**config.mk**
```make
export PLATFORM = sky130hd
export DESIGN_NAME = srs_sequencer
export DESIGN_NICKNAME = d
export VERILOG_FILES = /design/src/srs_pkg.sv /design/src/srs_sync3.sv /design/src/srs_sequencer.sv
export SDC_FILE = /design/constraint.sdc
export NUM_CORES = 1
export LEC_CHECK = 0
export ABC_AREA = 1
export ABC_CLOCK_PERIOD_IN_PS = 3290
export CAP_MARGIN = 5
export CORE_ASPECT_RATIO = 0.75
export CORE_UTILIZATION = 45
export CTS_CLUSTER_DIAMETER = 30
export DETAILED_ROUTE_END_ITERATION = 10
export DONT_BUFFER_PORTS = 1
export PLACE_DENSITY = 0.64
export RECOVER_POWER = 50
export SKIP_LAST_GASP = 1
export SLEW_MARGIN = 25
export SYNTH_ARGS = -nofsm -noshare
export SYNTH_HDL_FRONTEND = slang
export SYNTH_HIERARCHICAL = 1
export SYNTH_SLANG_ARGS = --single-unit
```
**constraint.sdc**
```tcl
create_clock -name clock -period 3.29 [get_ports clock]
set_clock_uncertainty 0.15 [all_clocks]
set_input_delay 0.4935 -clock clock [delete_from_list [all_inputs] [get_ports clock]]
set_output_delay 0.4935 -clock clock [all_outputs]
set_load 0.02 [all_outputs]
```
**src/srs_pkg.sv**
```systemverilog
package srs_pkg;

    // ----------------------------------------------------------------
    // delay sequence
    // ----------------------------------------------------------------
    localparam int OSC_CNT_W = 7;
    localparam int CLK_CNT_W = 5;
    localparam logic [OSC_CNT_W-1:0] POR_OSC_CYCLES = 7'h42;
    localparam logic [CLK_CNT_W-1:0] SETTLE_CLK_CYCLES = 5'h10;
    localparam logic [OSC_CNT_W-1:0] OSC_CNT_LAST = POR_OSC_CYCLES - 7'h01;
    localparam logic [CLK_CNT_W-1:0] CLK_CNT_LAST = SETTLE_CLK_CYCLES - 5'h01;
    localparam logic [OSC_CNT_W-1:0] OSC_CNT_ZERO = 7'h00;
    localparam logic [CLK_CNT_W-1:0] CLK_CNT_ZERO = 5'h00;

    // ----------------------------------------------------------------
    // pin synchronisers
    // ----------------------------------------------------------------
    localparam int SYNC_N = 4;
    localparam int SYNC_SUPPLY = 0;
    localparam int SYNC_RSTPIN = 1;
    localparam int SYNC_DBGPIN = 2;
    localparam int SYNC_WDTOSC = 3;
    // supply assumed low, active-low pins idle high, oscillator low
    localparam logic [SYNC_N-1:0] SYNC_RESET_VAL = 4'h7;

    // ----------------------------------------------------------------
    // sequencer states
    // ----------------------------------------------------------------
    typedef enum logic [4:0] {
        SRS_POR_WAIT = 5'h01,
        SRS_OSC_COUNT = 5'h02,
        SRS_CLK_COUNT = 5'h04,
        SRS_HOLD = 5'h08,
        SRS_RUN = 5'h10
    } srs_state_type;

    // ----------------------------------------------------------------
    // reset requests
    // ----------------------------------------------------------------
    typedef struct packed {
        logic por;
        logic wdt;
        logic pin;
        logic ocd;
        logic dbg;
    } srs_src_type;

endpackage : srs_pkg

```
**src/srs_sync3.sv**
```systemverilog
`timescale 1ns/10ps
module srs_sync3 #(
    parameter logic RESET_VAL = 1'h0
) (
    input wire logic clock,
    input wire logic rstn,
    input wire logic async_in,
    output logic sync_out
);
    logic meta_q;
    logic s2_q;
    logic s3_q;
    logic out_q;

    always_ff @(posedge clock or negedge rstn)
    begin
        if (!rstn)
        begin
            meta_q <= RESET_VAL;
            s2_q <= RESET_VAL;
            s3_q <= RESET_VAL;
        end
        else
        begin
            meta_q <= async_in;
            s2_q <= meta_q;
            s3_q <= s2_q;
        end
    end

    // a change counts only once the last two stages agree
    always_ff @(posedge clock or negedge rstn)
    begin
        if (!rstn)
            out_q <= RESET_VAL;
        else if (s2_q == s3_q)
            out_q <= s3_q;
    end

    assign sync_out = out_q;

endmodule : srs_sync3

```
**src/srs_sequencer.sv**
```systemverilog
// Function
// - in normal or halt, low supply detection causes full system reset
// - watchdog time-out resets the system only when configured for reset
// - in normal or halt, external reset pin causes system reset
// - debugger control bit 0 resets system but leaves debugger logic running
// - in stop mode, low supply detection still causes system reset
// - in stop mode, reset pin or debug pin low causes system reset
// - after supply is good, count 66 watchdog oscillator cycles
// - then count 16 system clock pulses
// - reset stays asserted until both counters have expired
// - leaving reset lets the core fetch its reset vector
// - after power-on reset completes, set the power-on status flag
`timescale 1ns/10ps
module srs_sequencer
    import srs_pkg::*;
(
    input wire logic clock,
    input wire logic rstn,
    input wire logic supply_low,
    input wire logic reset_pin_n,
    input wire logic debug_pin_n,
    input wire logic wdt_osc,
    input wire logic stop_mode,
    input wire logic wdt_timeout,
    input wire logic wdt_reset_mode,
    input wire logic debugger_reset_bit,
    input wire logic por_status_clear,
    output logic sys_reset_n,
    output logic debugger_reset_n,
    output logic fetch_vector,
    output logic por_status,
    output srs_src_type reset_cause
);

    // ----------------------------------------------------------------
    // pin synchronisers
    // ----------------------------------------------------------------
    logic [SYNC_N-1:0] async_in;
    logic [SYNC_N-1:0] sync_in;

    assign async_in[SYNC_SUPPLY] = supply_low;
    assign async_in[SYNC_RSTPIN] = reset_pin_n;
    assign async_in[SYNC_DBGPIN] = debug_pin_n;
    assign async_in[SYNC_WDTOSC] = wdt_osc;

    genvar gi;
    generate
        for (gi = 0; gi < SYNC_N; gi++)
        begin : g_sync
            srs_sync3 #(
                .RESET_VAL(SYNC_RESET_VAL[gi])
            ) u_sync (
                .clock(clock),
                .rstn(rstn),
                .async_in(async_in[gi]),
                .sync_out(sync_in[gi])
            );
        end
    endgenerate

    logic supply_low_s;
    logic reset_pin_n_s;
    logic debug_pin_n_s;
    logic osc_s;
    logic osc_prev_q;
    logic osc_edge;

    assign supply_low_s = sync_in[SYNC_SUPPLY];
    assign reset_pin_n_s = sync_in[SYNC_RSTPIN];
    assign debug_pin_n_s = sync_in[SYNC_DBGPIN];
    assign osc_s = sync_in[SYNC_WDTOSC];

    // slow oscillator is sampled, so its rising edges are detected here
    always_ff @(posedge clock or negedge rstn)
    begin
        if (!rstn)
            osc_prev_q <= 1'h0;
        else
            osc_prev_q <= osc_s;
    end

    assign osc_edge = osc_s & ~osc_prev_q;

    // ----------------------------------------------------------------
    // reset sources
    // ----------------------------------------------------------------
    srs_src_type src;
    logic other_src;

    always_comb
    begin
        src.por = supply_low_s;
        src.wdt = ~stop_mode & wdt_timeout & wdt_reset_mode;
        src.pin = ~reset_pin_n_s;
        src.ocd = ~stop_mode & debugger_reset_bit;
        src.dbg = stop_mode & ~debug_pin_n_s;
    end

    assign other_src = src.wdt | src.pin | src.ocd | src.dbg;

    // ----------------------------------------------------------------
    // sequencer
    // ----------------------------------------------------------------
    srs_state_type state_q;
    srs_state_type state_d;
    logic [OSC_CNT_W-1:0] osc_cnt_q;
    logic [CLK_CNT_W-1:0] clk_cnt_q;
    logic por_seq_q;

    always_comb
    begin
        state_d = state_q;
        unique case (state_q)
            SRS_POR_WAIT:
                if (!src.por)
                    state_d = SRS_OSC_COUNT;
            SRS_OSC_COUNT:
                if (osc_edge && osc_cnt_q == OSC_CNT_LAST)
                    state_d = SRS_CLK_COUNT;
            SRS_CLK_COUNT:
                if (other_src)
                    state_d = SRS_HOLD;
                else if (clk_cnt_q == CLK_CNT_LAST)
                    state_d = SRS_RUN;
            SRS_HOLD:
                if (!other_src)
                    state_d = SRS_CLK_COUNT;
            SRS_RUN:
                if (other_src)
                    state_d = SRS_HOLD;
            default:
                state_d = SRS_POR_WAIT;
        endcase
        // low supply overrides every state and restarts the delay
        if (src.por)
            state_d = SRS_POR_WAIT;
    end

    always_ff @(posedge clock or negedge rstn)
    begin
        if (!rstn)
            state_q <= SRS_POR_WAIT;
        else
            state_q <= state_d;
    end

    always_ff @(posedge clock or negedge rstn)
    begin
        if (!rstn)
            osc_cnt_q <= OSC_CNT_ZERO;
        else if (state_q != SRS_OSC_COUNT || state_d != SRS_OSC_COUNT)
            osc_cnt_q <= OSC_CNT_ZERO;
        else if (osc_edge)
            osc_cnt_q <= osc_cnt_q + 7'h01;
    end

    always_ff @(posedge clock or negedge rstn)
    begin
        if (!rstn)
            clk_cnt_q <= CLK_CNT_ZERO;
        else if (state_q != SRS_CLK_COUNT || state_d != SRS_CLK_COUNT)
            clk_cnt_q <= CLK_CNT_ZERO;
        else
            clk_cnt_q <= clk_cnt_q + 5'h01;
    end

    // marks a sequence that began with a power-on event
    always_ff @(posedge clock or negedge rstn)
    begin
        if (!rstn)
            por_seq_q <= 1'h1;
        else if (state_d == SRS_POR_WAIT)
            por_seq_q <= 1'h1;
        else if (state_d == SRS_RUN)
            por_seq_q <= 1'h0;
    end

    // ----------------------------------------------------------------
    // outputs
    // ----------------------------------------------------------------
    logic sys_reset_n_q;
    logic debugger_reset_n_q;
    logic fetch_vector_q;
    logic por_status_q;
    srs_src_type reset_cause_q;
    logic leaving;

    assign leaving = (state_q != SRS_RUN) && (state_d == SRS_RUN);

    always_ff @(posedge clock or negedge rstn)
    begin
        if (!rstn)
            sys_reset_n_q <= 1'h0;
        else
            sys_reset_n_q <= (state_d == SRS_RUN);
    end

    // debugger only sees the power-on part of the sequence
    always_ff @(posedge clock or negedge rstn)
    begin
        if (!rstn)
            debugger_reset_n_q <= 1'h0;
        else
            debugger_reset_n_q <= (state_d != SRS_POR_WAIT)
                && (state_d != SRS_OSC_COUNT);
    end

    always_ff @(posedge clock or negedge rstn)
    begin
        if (!rstn)
            fetch_vector_q <= 1'h0;
        else
            fetch_vector_q <= leaving;
    end

    // set wins over a clear in the same cycle
    always_ff @(posedge clock or negedge rstn)
    begin
        if (!rstn)
            por_status_q <= 1'h0;
        else if (leaving && por_seq_q)
            por_status_q <= 1'h1;
        else if (por_status_clear)
            por_status_q <= 1'h0;
    end

    // latest cause, kept until the next reset event
    always_ff @(posedge clock or negedge rstn)
    begin
        if (!rstn)
            reset_cause_q <= '0;
        else if (src.por || (other_src && state_q != SRS_POR_WAIT
                 && state_q != SRS_OSC_COUNT))
            reset_cause_q <= src;
    end

    assign sys_reset_n = sys_reset_n_q;
    assign debugger_reset_n = debugger_reset_n_q;
    assign fetch_vector = fetch_vector_q;
    assign por_status = por_status_q;
    assign reset_cause = reset_cause_q;
endmodule : srs_sequencer

```
* After elaboration in Yosys (flattened, before gate mapping)
Cells that the tools add are included.
** Word-level totals
- Bits in registers :: 44
- Word-level logic and storage cells :: 90
** Cells by class
- $add $sub $neg :: 2
- Eq/ne operators :: 20
- Muxes and demuxes :: 14
- Bitwise logic cells :: 12
- Reduce and logical (&&, ||, !) cells :: 12
** Operators by type and width (count)
- $mux 5 :: 7
- $pmux 5 s5 :: 1
- $mux 7 :: 2
- $eq 5x1->1 const B :: 2
- $eq 5x4->1 const B :: 2
- $eq 5x5->1 const B :: 2
- $ne 5x1->1 const B :: 2
- $ne 5x2->1 const B :: 2
- $ne 5x3->1 const B :: 2
- $add 7x1->7 const B :: 1
- $eq 7x7->1 const B :: 1
- $logic_and 1x1->1 :: 6
- $reduce_bool 2->1 :: 3
- $add 5x1->5 const B :: 1
- $and 1x1->1 :: 5
- $eq 5x2->1 const B :: 1
- $eq 5x3->1 const B :: 1
- $ne 5x5->1 const B :: 1
- $eq 1x1->1 :: 4
- $mux 1 :: 4
- $not 1->1 :: 4
- $logic_or 1x1->1 :: 3
- $or 1x1->1 :: 3

* Depth between registers and ports, before layout
Gate-level depths: netlist (run 1).
- Depth after elaboration :: 13
- Gate-level depth with buffers :: 10

* Modules after synthesis
Netlist (run 1), hierarchy kept.
** By module, submodules not included
- srs_sequencer :: instances 1, cells each 160, area an instance 1460.2 sq um, seq. area each 703.2 sq um
- srs_sync3 at g_sync[0].u_sync ... :: instances 3, cells each 8, area an instance 121.4 sq um, seq. area each 105.1 sq um
- srs_sync3 at g_sync[3].u_sync :: instances 1, cells each 8, area an instance 116.4 sq um, seq. area each 100.1 sq um

* Worst setup path after synthesis (run 1)
OpenSTA, ideal clock, no wires.
- Kind :: reg2reg
- From :: register clk_cnt_q[0]
- To :: register clk_cnt_q[2]
- Library setup time :: 0.086 ns
- Arrival :: 1.368 ns
- Path slack :: 1.686 ns
- Cell stages (with the launch flop) :: 7
- Path buffers :: 0
- Period minus slack after synthesis :: 1.604 ns
- Cells stage by stage :: dfrtp_1 -> ha_1 -> and3_1 -> ha_1 -> nor2_1 -> nand3b_2 -> nor3_1
** Between the ends
- Cells in the longest elaborated chain, start to end :: 8
- Elaborated cells on any way between the ends :: 9
- Those cells by class :: add/sub (1); eq/ne (2); mux (5); reduce/logical (1)
** Ends and longest elaborated chain
- from (decl) :: RTL line srs_sequencer.sv:107 : logic [CLK_CNT_W-1:0] clk_cnt_q;
- from (signal assigned) :: RTL line srs_sequencer.sv:164 : clk_cnt_q <= clk_cnt_q + 5'h01;
- $eq 5x4->1 :: RTL line srs_sequencer.sv:123 : else if (clk_cnt_q == CLK_CNT_LAST)
- $mux 5 :: RTL line srs_sequencer.sv:123
- $mux 5 :: RTL line srs_sequencer.sv:121 : if (other_src)
- $pmux 5 s5 :: RTL line srs_sequencer.sv:113 : unique case (state_q)
- $mux 5 :: RTL line srs_sequencer.sv:135 : if (src.por)
- $ne 5x3->1 :: RTL line srs_sequencer.sv:161 : else if (state_q != SRS_CLK_COUNT || state_d != SRS_CLK_COUNT)
- $logic_or 1x1->1 :: RTL line srs_sequencer.sv:161
- $mux 5 * :: RTL line srs_sequencer.sv:161
Every way passes the cells marked *; elsewhere a longest branch is shown, timed or not.
A chain may end at the register's enable or synchronous reset.

* Final worst setup path (run 1)
Ends and elaborated chain as after synthesis.

==> impl_metrics.env, run 1 <==
export IMPL_status="finished, final reports clean"
export IMPL_cts_sinks=44
export IMPL_finalPower_mw=1.298
export IMPL_synth_edff_count=0
export IMPL_synthDistinctLibCells=30
export IMPL_p_per_area_nw_per_um2=607.6
export IMPL_dr_pass1_iters=4
export IMPL_dr_total_vias=1239
export IMPL_route_detailed_drc=0
export IMPL_cp_top_family="simple AND/OR/NAND/NOR gates"
export IMPL_insertion_delay_ns=0.29
export IMPL_die_area_um2=4582
export IMPL_cts_repair_resized=0
export IMPL_switching_share_pct=33.27
export IMPL_p_comb_share_pct=20.3
export IMPL_syn_mean_instance_area_um2=10.11
export IMPL_worst_endpoint_required_ns=3.34
export IMPL_synth_top_area_share_pct=38.68
export IMPL_worst_path_largest_cell_delay_ns=0.42
export IMPL_gr_usage_all_layers_pct=16.06
export IMPL_hold_viol_final=0
export IMPL_syn_area_um2=1941
export IMPL_ant_nets=0
export IMPL_die_w_um=77.83
export IMPL_h_tree_depth=2
export IMPL_pin_count=20
export IMPL_cp_start_kind="register"
export IMPL_r2r_start="clk_cnt_q[0]$_DFF_PN0_"
export IMPL_crit_arrival_ns=1.88
export IMPL_path_buf_inv=0
export IMPL_path_common_cell="ha_1"
export IMPL_core_rowCount=20
export IMPL_rsz0062_at_grt="no"
export IMPL_synth_seq_area_share_pct=57.64
export IMPL_netlist_top_cells_count="nand2_1 (38), dfrtp_1 (30), inv_1 (25)"
export IMPL_grt_overflow=0
export IMPL_cts_buffers=5
export IMPL_min_path_cells=0
export IMPL_synth_fp_nets=207
export IMPL_p_leak_nw=1.010
export IMPL_p_sw_mw=0.4320
export IMPL_worstRegToRegCells=6
export IMPL_crit_type="register to register"
export IMPL_max_cap_violations=0
export IMPL_hold_class="primary input to register"
export IMPL_hold_start="reset_pin_n"
export IMPL_die_y_um=58.87
export IMPL_coreArea_um2=4104
export IMPL_min_period_ns=1.828
export IMPL_ys_async_sr_fraction_pct=100.0
export IMPL_p_clk_share_pct=27.4
export IMPL_r2r_slack_ns=1.46
export IMPL_syn_inst=192
export IMPL_crit_path_start="clk_cnt_q[0]$_DFF_PN0_"
export IMPL_fin_cells=257
export IMPL_yosysWarnings=6
export IMPL_finalNetCount=216
export IMPL_cp_end_kind="register"
export IMPL_path_clk_slew_ns=0.08
export IMPL_area_delta_synth_final_pct=10.12
export IMPL_critPathMaxFanout=6
export IMPL_via_per_inst=4.821
export IMPL_diodes=0
export IMPL_antenna_found_initial=0
export IMPL_hpwl_um=2166
export IMPL_post_place_cells=247
export IMPL_grt_pass1_vias=1168
export IMPL_drtIter0Drc=72
export IMPL_ys_flop_type="dfrtp_1"
export IMPL_setup_viol=0
export IMPL_worstMarginPinSlew_ns=0.3221
export IMPL_place_gp_congestion=0.8124
export IMPL_worst_path_max_delay_cell="dfrtp_1"
export IMPL_postLayoutCoreUtil_pct=52.07
export IMPL_clock_root_buffer="clkbuf_8"
export IMPL_fmax_ghz=0.5471
export IMPL_cp_cell_sequence="ha_1, and3_1, ha_1, nor2_1, nand3b_2, nor3_1"
export IMPL_grt_max_degree=45
export IMPL_ys_ff_latch=44
export IMPL_timing_setup_tns_ns=0
export IMPL_relSlewSlack_pct=78.40
export IMPL_wirelength_um=3162
export IMPL_worstReg2RegEnd="clk_cnt_q[2]$_DFF_PN0_"
export IMPL_cts_tree="yes"
export IMPL_seqPwrFrac_pct=52.3
export IMPL_yosysMostFrequentCell="nand2_1"
export IMPL_clk_path_buf_depth=2
export IMPL_drive_gt1_share_pct=23.27
export IMPL_hold_end="g_sync[1].u_sync/meta_q$_DFF_PN1_"
export IMPL_ir_drop_mv=0.3390
export IMPL_initial_utilization_pct=47.29
export IMPL_min_period_over_period_pct=55.56
export IMPL_io_buffer_count=0
export IMPL_synth_area_leaders="dfrtp_1 (39%), dfstp_2 (19%), nand2_1 (7.4%)"
export IMPL_slew_violations=0
export IMPL_p_int_mw=0.8665
export IMPL_grt_pass1_wl_um=5354
export IMPL_yosys_area_top_type="dfrtp_1"
export IMPL_routedWlPerCell_um=12.30
-- placed cells by master (no fill, tap or decap) --
| cell | netlist | layout |
|---|---|---|
| a21o_1 | 1 | 1 |
| a21oi_1 | 4 | 4 |
| a21oi_2 | 1 | 1 |
| a21oi_4 | 1 | 1 |
| and3_1 | 1 | 1 |
| buf_12 | 0 | 1 |
| clkbuf_8 | 0 | 6 |
| clkinv_1 | 1 | 1 |
| clkinvlp_4 | 0 | 2 |
| dfrtp_1 | 30 | 30 |
| dfstp_1 | 0 | 3 |
| dfstp_2 | 14 | 11 |
| dlygate4sd3_1 | 0 | 1 |
| ha_1 | 4 | 4 |
| inv_1 | 25 | 25 |
| inv_2 | 1 | 1 |
| nand2_1 | 38 | 38 |
| nand2_2 | 3 | 3 |
| nand2_4 | 3 | 3 |
| nand3_1 | 13 | 13 |
| nand3_2 | 3 | 3 |
| nand3_4 | 1 | 1 |
| nand3b_2 | 1 | 1 |
| nand4_1 | 2 | 2 |
| nor2_1 | 19 | 19 |
| nor2_2 | 5 | 5 |
| nor2_4 | 5 | 5 |
| nor2_8 | 1 | 1 |
| nor3_1 | 6 | 6 |
| nor3b_1 | 1 | 1 |
| o21ai_0 | 1 | 1 |
| o21ai_2 | 1 | 1 |
| or2_2 | 1 | 1 |
| xnor2_1 | 1 | 1 |
| xor2_1 | 4 | 4 |
-- routing by layer --
metal  track usage (%)  share of wire (%)  wire length (um)
met1             20.87                 47              1472
met2             24.27                 46              1446
met3             5.581                5.7               181
met4             7.817                1.9                61
met5                 0                  0                 0
-- kinds of logic (layout without fill, tap and decap cells) --
group	count (synthesis)	after routing	synth area share [%]
AND/OR/NAND/NOR	103	103	28.89
flip-flops	44	44	57.64
buffers and inverters	27	37	5.222
AO/OA/AOI/OAI	9	9	3.417
XOR/XNOR	5	5	2.257
adder cells (fa/ha/maj)	4	4	2.579
-- power by group through the flow --
| stage | Combinational [mW] | Sequential (mW) | Clock, mW |
|---|---|---|---|
| floorplan | 0.215 | 0.680 | 0 |
| CTS | 0.269 | 0.681 | 0.369 |
| finish | 0.263 | 0.679 | 0.356 |
| global route | 0.293 | 0.687 | 0.385 |
| detailed placement | 0.250 | 0.690 | 0 |
| global placement | 0.243 | 0.689 | 0 |
-- what timing repair did --
item / 4_1_cts / 5_1_grt
buffers inserted: 0 / 0
hold buffers: 2 / 0
hold endpoints to repair: 44 / 0
-- layout make-up --
class / instances / area (um^2)
repair buffers: 2 / 30.03
flip-flops and latches: 44 / 1119
inverters: 27 / 101.3
clock buffers: 6 / 82.58
clock inverters: 2 / 15.01
fillers: 383 / 1967
well taps: 55 / 68.82
multi-input cells: 121 / 720.7
-- worst reg2reg max path: stages, from the launching register on --
cell	delay, ns
dfrtp_1	0.42
ha_1	0.24
and3_1	0.20
ha_1	0.19
nor2_1	0.13
nand3b_2	0.15
nor3_1	0.26
-- worst max-delay path by stage --
stage	endpoint	slack [ns]	cells past startpoint
floorplan	clk_cnt_q[2]$_DFF_PN0_	1.69	6
global placement	clk_cnt_q[3]$_DFF_PN0_	1.64	6
detailed placement	clk_cnt_q[2]$_DFF_PN0_	1.49	6
CTS	clk_cnt_q[2]$_DFF_PN0_	1.45	6
global route	clk_cnt_q[2]$_DFF_PN0_	1.36	6
finish	clk_cnt_q[2]$_DFF_PN0_	1.46	6
-- metrics by stage --
stage               cell area, um^2  worst slack (ns)  hold slack [ns]
global placement               2009             1.640          0.04888
floorplan                      1941             1.686          0.04791
finish                         2137             1.462          0.03695
detailed placement             2009             1.486          0.04951
CTS                            2137             1.450          0.02303
global route                   2137             1.364          0.01583
-- flip-flops by register name (all words and copies together), names as in the netlist --
signal	cells
clk_cnt_q	5
debugger_reset_n	1
fetch_vector	1
g_sync.u_sync/meta_q	4
g_sync.u_sync/s2_q	4
g_sync.u_sync/s3_q	4
g_sync.u_sync/sync_out	4
osc_cnt_q	7
osc_prev_q	1
por_seq_q	1
por_status	1
reset_cause	5
state_q	5
sys_reset_n	1
Power figures use the tool's default switching activity.
==> inputs of run 2 (changes only) <==
--- a/config.mk
+++ b/config.mk
@@ -6,7 +6,7 @@
 export NUM_CORES = 1
 export LEC_CHECK = 0
 export ABC_AREA = 1
-export ABC_CLOCK_PERIOD_IN_PS = 3290
+export ABC_CLOCK_PERIOD_IN_PS = 1900
 export CAP_MARGIN = 5
 export CORE_ASPECT_RATIO = 0.75
 export CORE_UTILIZATION = 45
==> constraint.sdc (replaced) <==
create_clock -name clock -period 1.9 [get_ports clock]
set_clock_uncertainty 0.15 [all_clocks]
set_input_delay 0.285 -clock clock [delete_from_list [all_inputs] [get_ports clock]]
set_output_delay 0.285 -clock clock [all_outputs]
set_load 0.02 [all_outputs]
==> run 2 against run 1 <==
Net effect: register-to-register slack got worse by 1.3 ns; setup slack got worse by 1.3 ns; fmax increased by 3.8%; count of clock-buffer cells in the layout unchanged; non-clock buffer count increased by 7; critical path type unchanged; largest cell class unchanged; largest power group unchanged.
==> impl_metrics.env, run 2 (same netlist as run 1, synthesis figures left out) <==
export IMPL_fmax_ghz=0.5677
export IMPL_post_place_cells=247
export IMPL_die_y_um=58.87
export IMPL_via_per_inst=4.830
export IMPL_critPathMaxFanout=6
export IMPL_cts_sinks=44
export IMPL_worstMarginPinSlew_ns=1.054
export IMPL_die_area_um2=4582
export IMPL_clock_root_buffer="clkbuf_8"
export IMPL_route_detailed_drc=0
export IMPL_routedWlPerCell_um=12.06
export IMPL_ir_drop_mv=0.5537
export IMPL_fin_hold_ws_ns=0.06058
export IMPL_cts_tree="yes"
export IMPL_placed_cell_area_um2=2009
export IMPL_slew_violations=0
export IMPL_grt_max_degree=45
export IMPL_ant_nets=0
export IMPL_final_cell_area_um2=2197
export IMPL_final_common_cell="nand2_1"
export IMPL_final_cell_mix="nand2_1 (38), dfrtp_1 (30), inv_1 (25)"
export IMPL_relSlewSlack_pct=29.72
export IMPL_p_leak_nw=1.034
export IMPL_gr_usage_all_layers_pct=16.06
export IMPL_insertion_delay_ns=0.29
export IMPL_status="finished, final reports clean"
export IMPL_largest_reg_flops=7
export IMPL_fin_cells=264
export IMPL_max_cap_violations=0
export IMPL_grt_pass1_wl_um=5382
export IMPL_cp_start_kind="register"
export IMPL_area_delta_synth_final_pct=13.22
export IMPL_worst_endpoint_required_ns=1.97
export IMPL_cts_buffers=5
export IMPL_path_clk_slew_ns=0.08
export IMPL_finalNetCount=223
export IMPL_place_gp_congestion=0.8123
export IMPL_dr_total_vias=1275
export IMPL_drtIter0Drc=70
export IMPL_pre_cts_ws_ns=0.1163
export IMPL_h_tree_depth=2
export IMPL_pin_count=20
export IMPL_grt_overflow=0
export IMPL_antenna_found_initial=0
export IMPL_hold_viol_final=0
export IMPL_cp_end_kind="register"
export IMPL_clk_path_buf_depth=2
export IMPL_setup_ws_ns=0.1385
export IMPL_die_w_um=77.83
export IMPL_timing_setup_tns_ns=0
export IMPL_finalPower_mw=2.255
export IMPL_io_buffer_count=0
export IMPL_crit_arrival_ns=1.83
export IMPL_min_period_ns=1.761
export IMPL_coreArea_um2=4104
export IMPL_dr_pass1_iters=4
export IMPL_regMostFlops="osc_cnt_q"
export IMPL_grt_pass1_vias=1235
export IMPL_crit_type="register to register"
export IMPL_drive_gt1_share_pct=22.97
export IMPL_min_period_over_period_pct=92.71
export IMPL_postLayoutCoreUtil_pct=53.54
export IMPL_wirelength_um=3183
export IMPL_p_per_area_nw_per_um2=1026
export IMPL_diodes=0
export IMPL_hold_class="primary input to register"
export IMPL_rsz0062_at_grt="no"
export IMPL_hpwl_um=2169
export IMPL_core_rowCount=20
export IMPL_initial_utilization_pct=47.29
export IMPL_setup_viol=0
## run 2: final cells by class
cell class	count	area, um^2
fillers	374	1907
inverters	27	101.3
well taps	55	68.82
repair buffers	9	85.08
clock buffers	6	82.58
multi-input cells	121	725.7
clock inverters	2	15.01
flip-flops and latches	44	1119
## run 2: worst paths after layout
kind,from,to,slack [ns],cells past startpoint
setup reg to reg,clk_cnt_q[0]$_DFF_PN0_,clk_cnt_q[2]$_DFF_PN0_,0.14,6
min in group asynchronous,rstn,sys_reset_n$_DFF_PN0_,0.58,2
setup / recovery,clk_cnt_q[0]$_DFF_PN0_,clk_cnt_q[2]$_DFF_PN0_,0.14,6
hold reg to reg,g_sync[3].u_sync/meta_q$_DFF_PN0_,g_sync[3].u_sync/s2_q$_DFF_PN0_,0.21,0
hold / removal,stop_mode,reset_cause[3]$_DFFE_PN0P_,0.06,3
max in group asynchronous,rstn,por_status$_DFFE_PN0P_,0.39,2
## run 2: layer usage
metal / global-route usage, % / vias to the layer above / wire (um) / part of all wire (%)
li1: - / 638 / - / -
met1: 20.56 / 590 / 1454 / 46
met2: 24.65 / 38 / 1481 / 47
met3: 5.271 / 9 / 185 / 5.8
met4: 8.356 / 0 / 61 / 1.9
met5: 0 / - / 0 / 0
## run 2: repair_timing
item	4_1_cts	5_1_grt
hold endpoints to repair	51	0
setup endpoints to repair	0	1
gates resized for setup	0	1
buffers inserted	0	0
hold buffers	9	0
## run 2: critical path, cell delays in order (launching register included)
cell and delay (ns):
dfrtp_1 0.40, ha_1 0.23, and3_1 0.20, ha_1 0.19, nor2_1 0.13, nand3b_2 0.16
nor3_2 0.22
## run 2: where the power goes
part / internal [mW] / switching, mW / leakage (nW) / total, mW
clock network: 0.294 / 0.320 / 0.0434 / 0.614
logic: 0.166 / 0.298 / 0.446 / 0.464
registers: 1.05 / 0.131 / 0.544 / 1.18
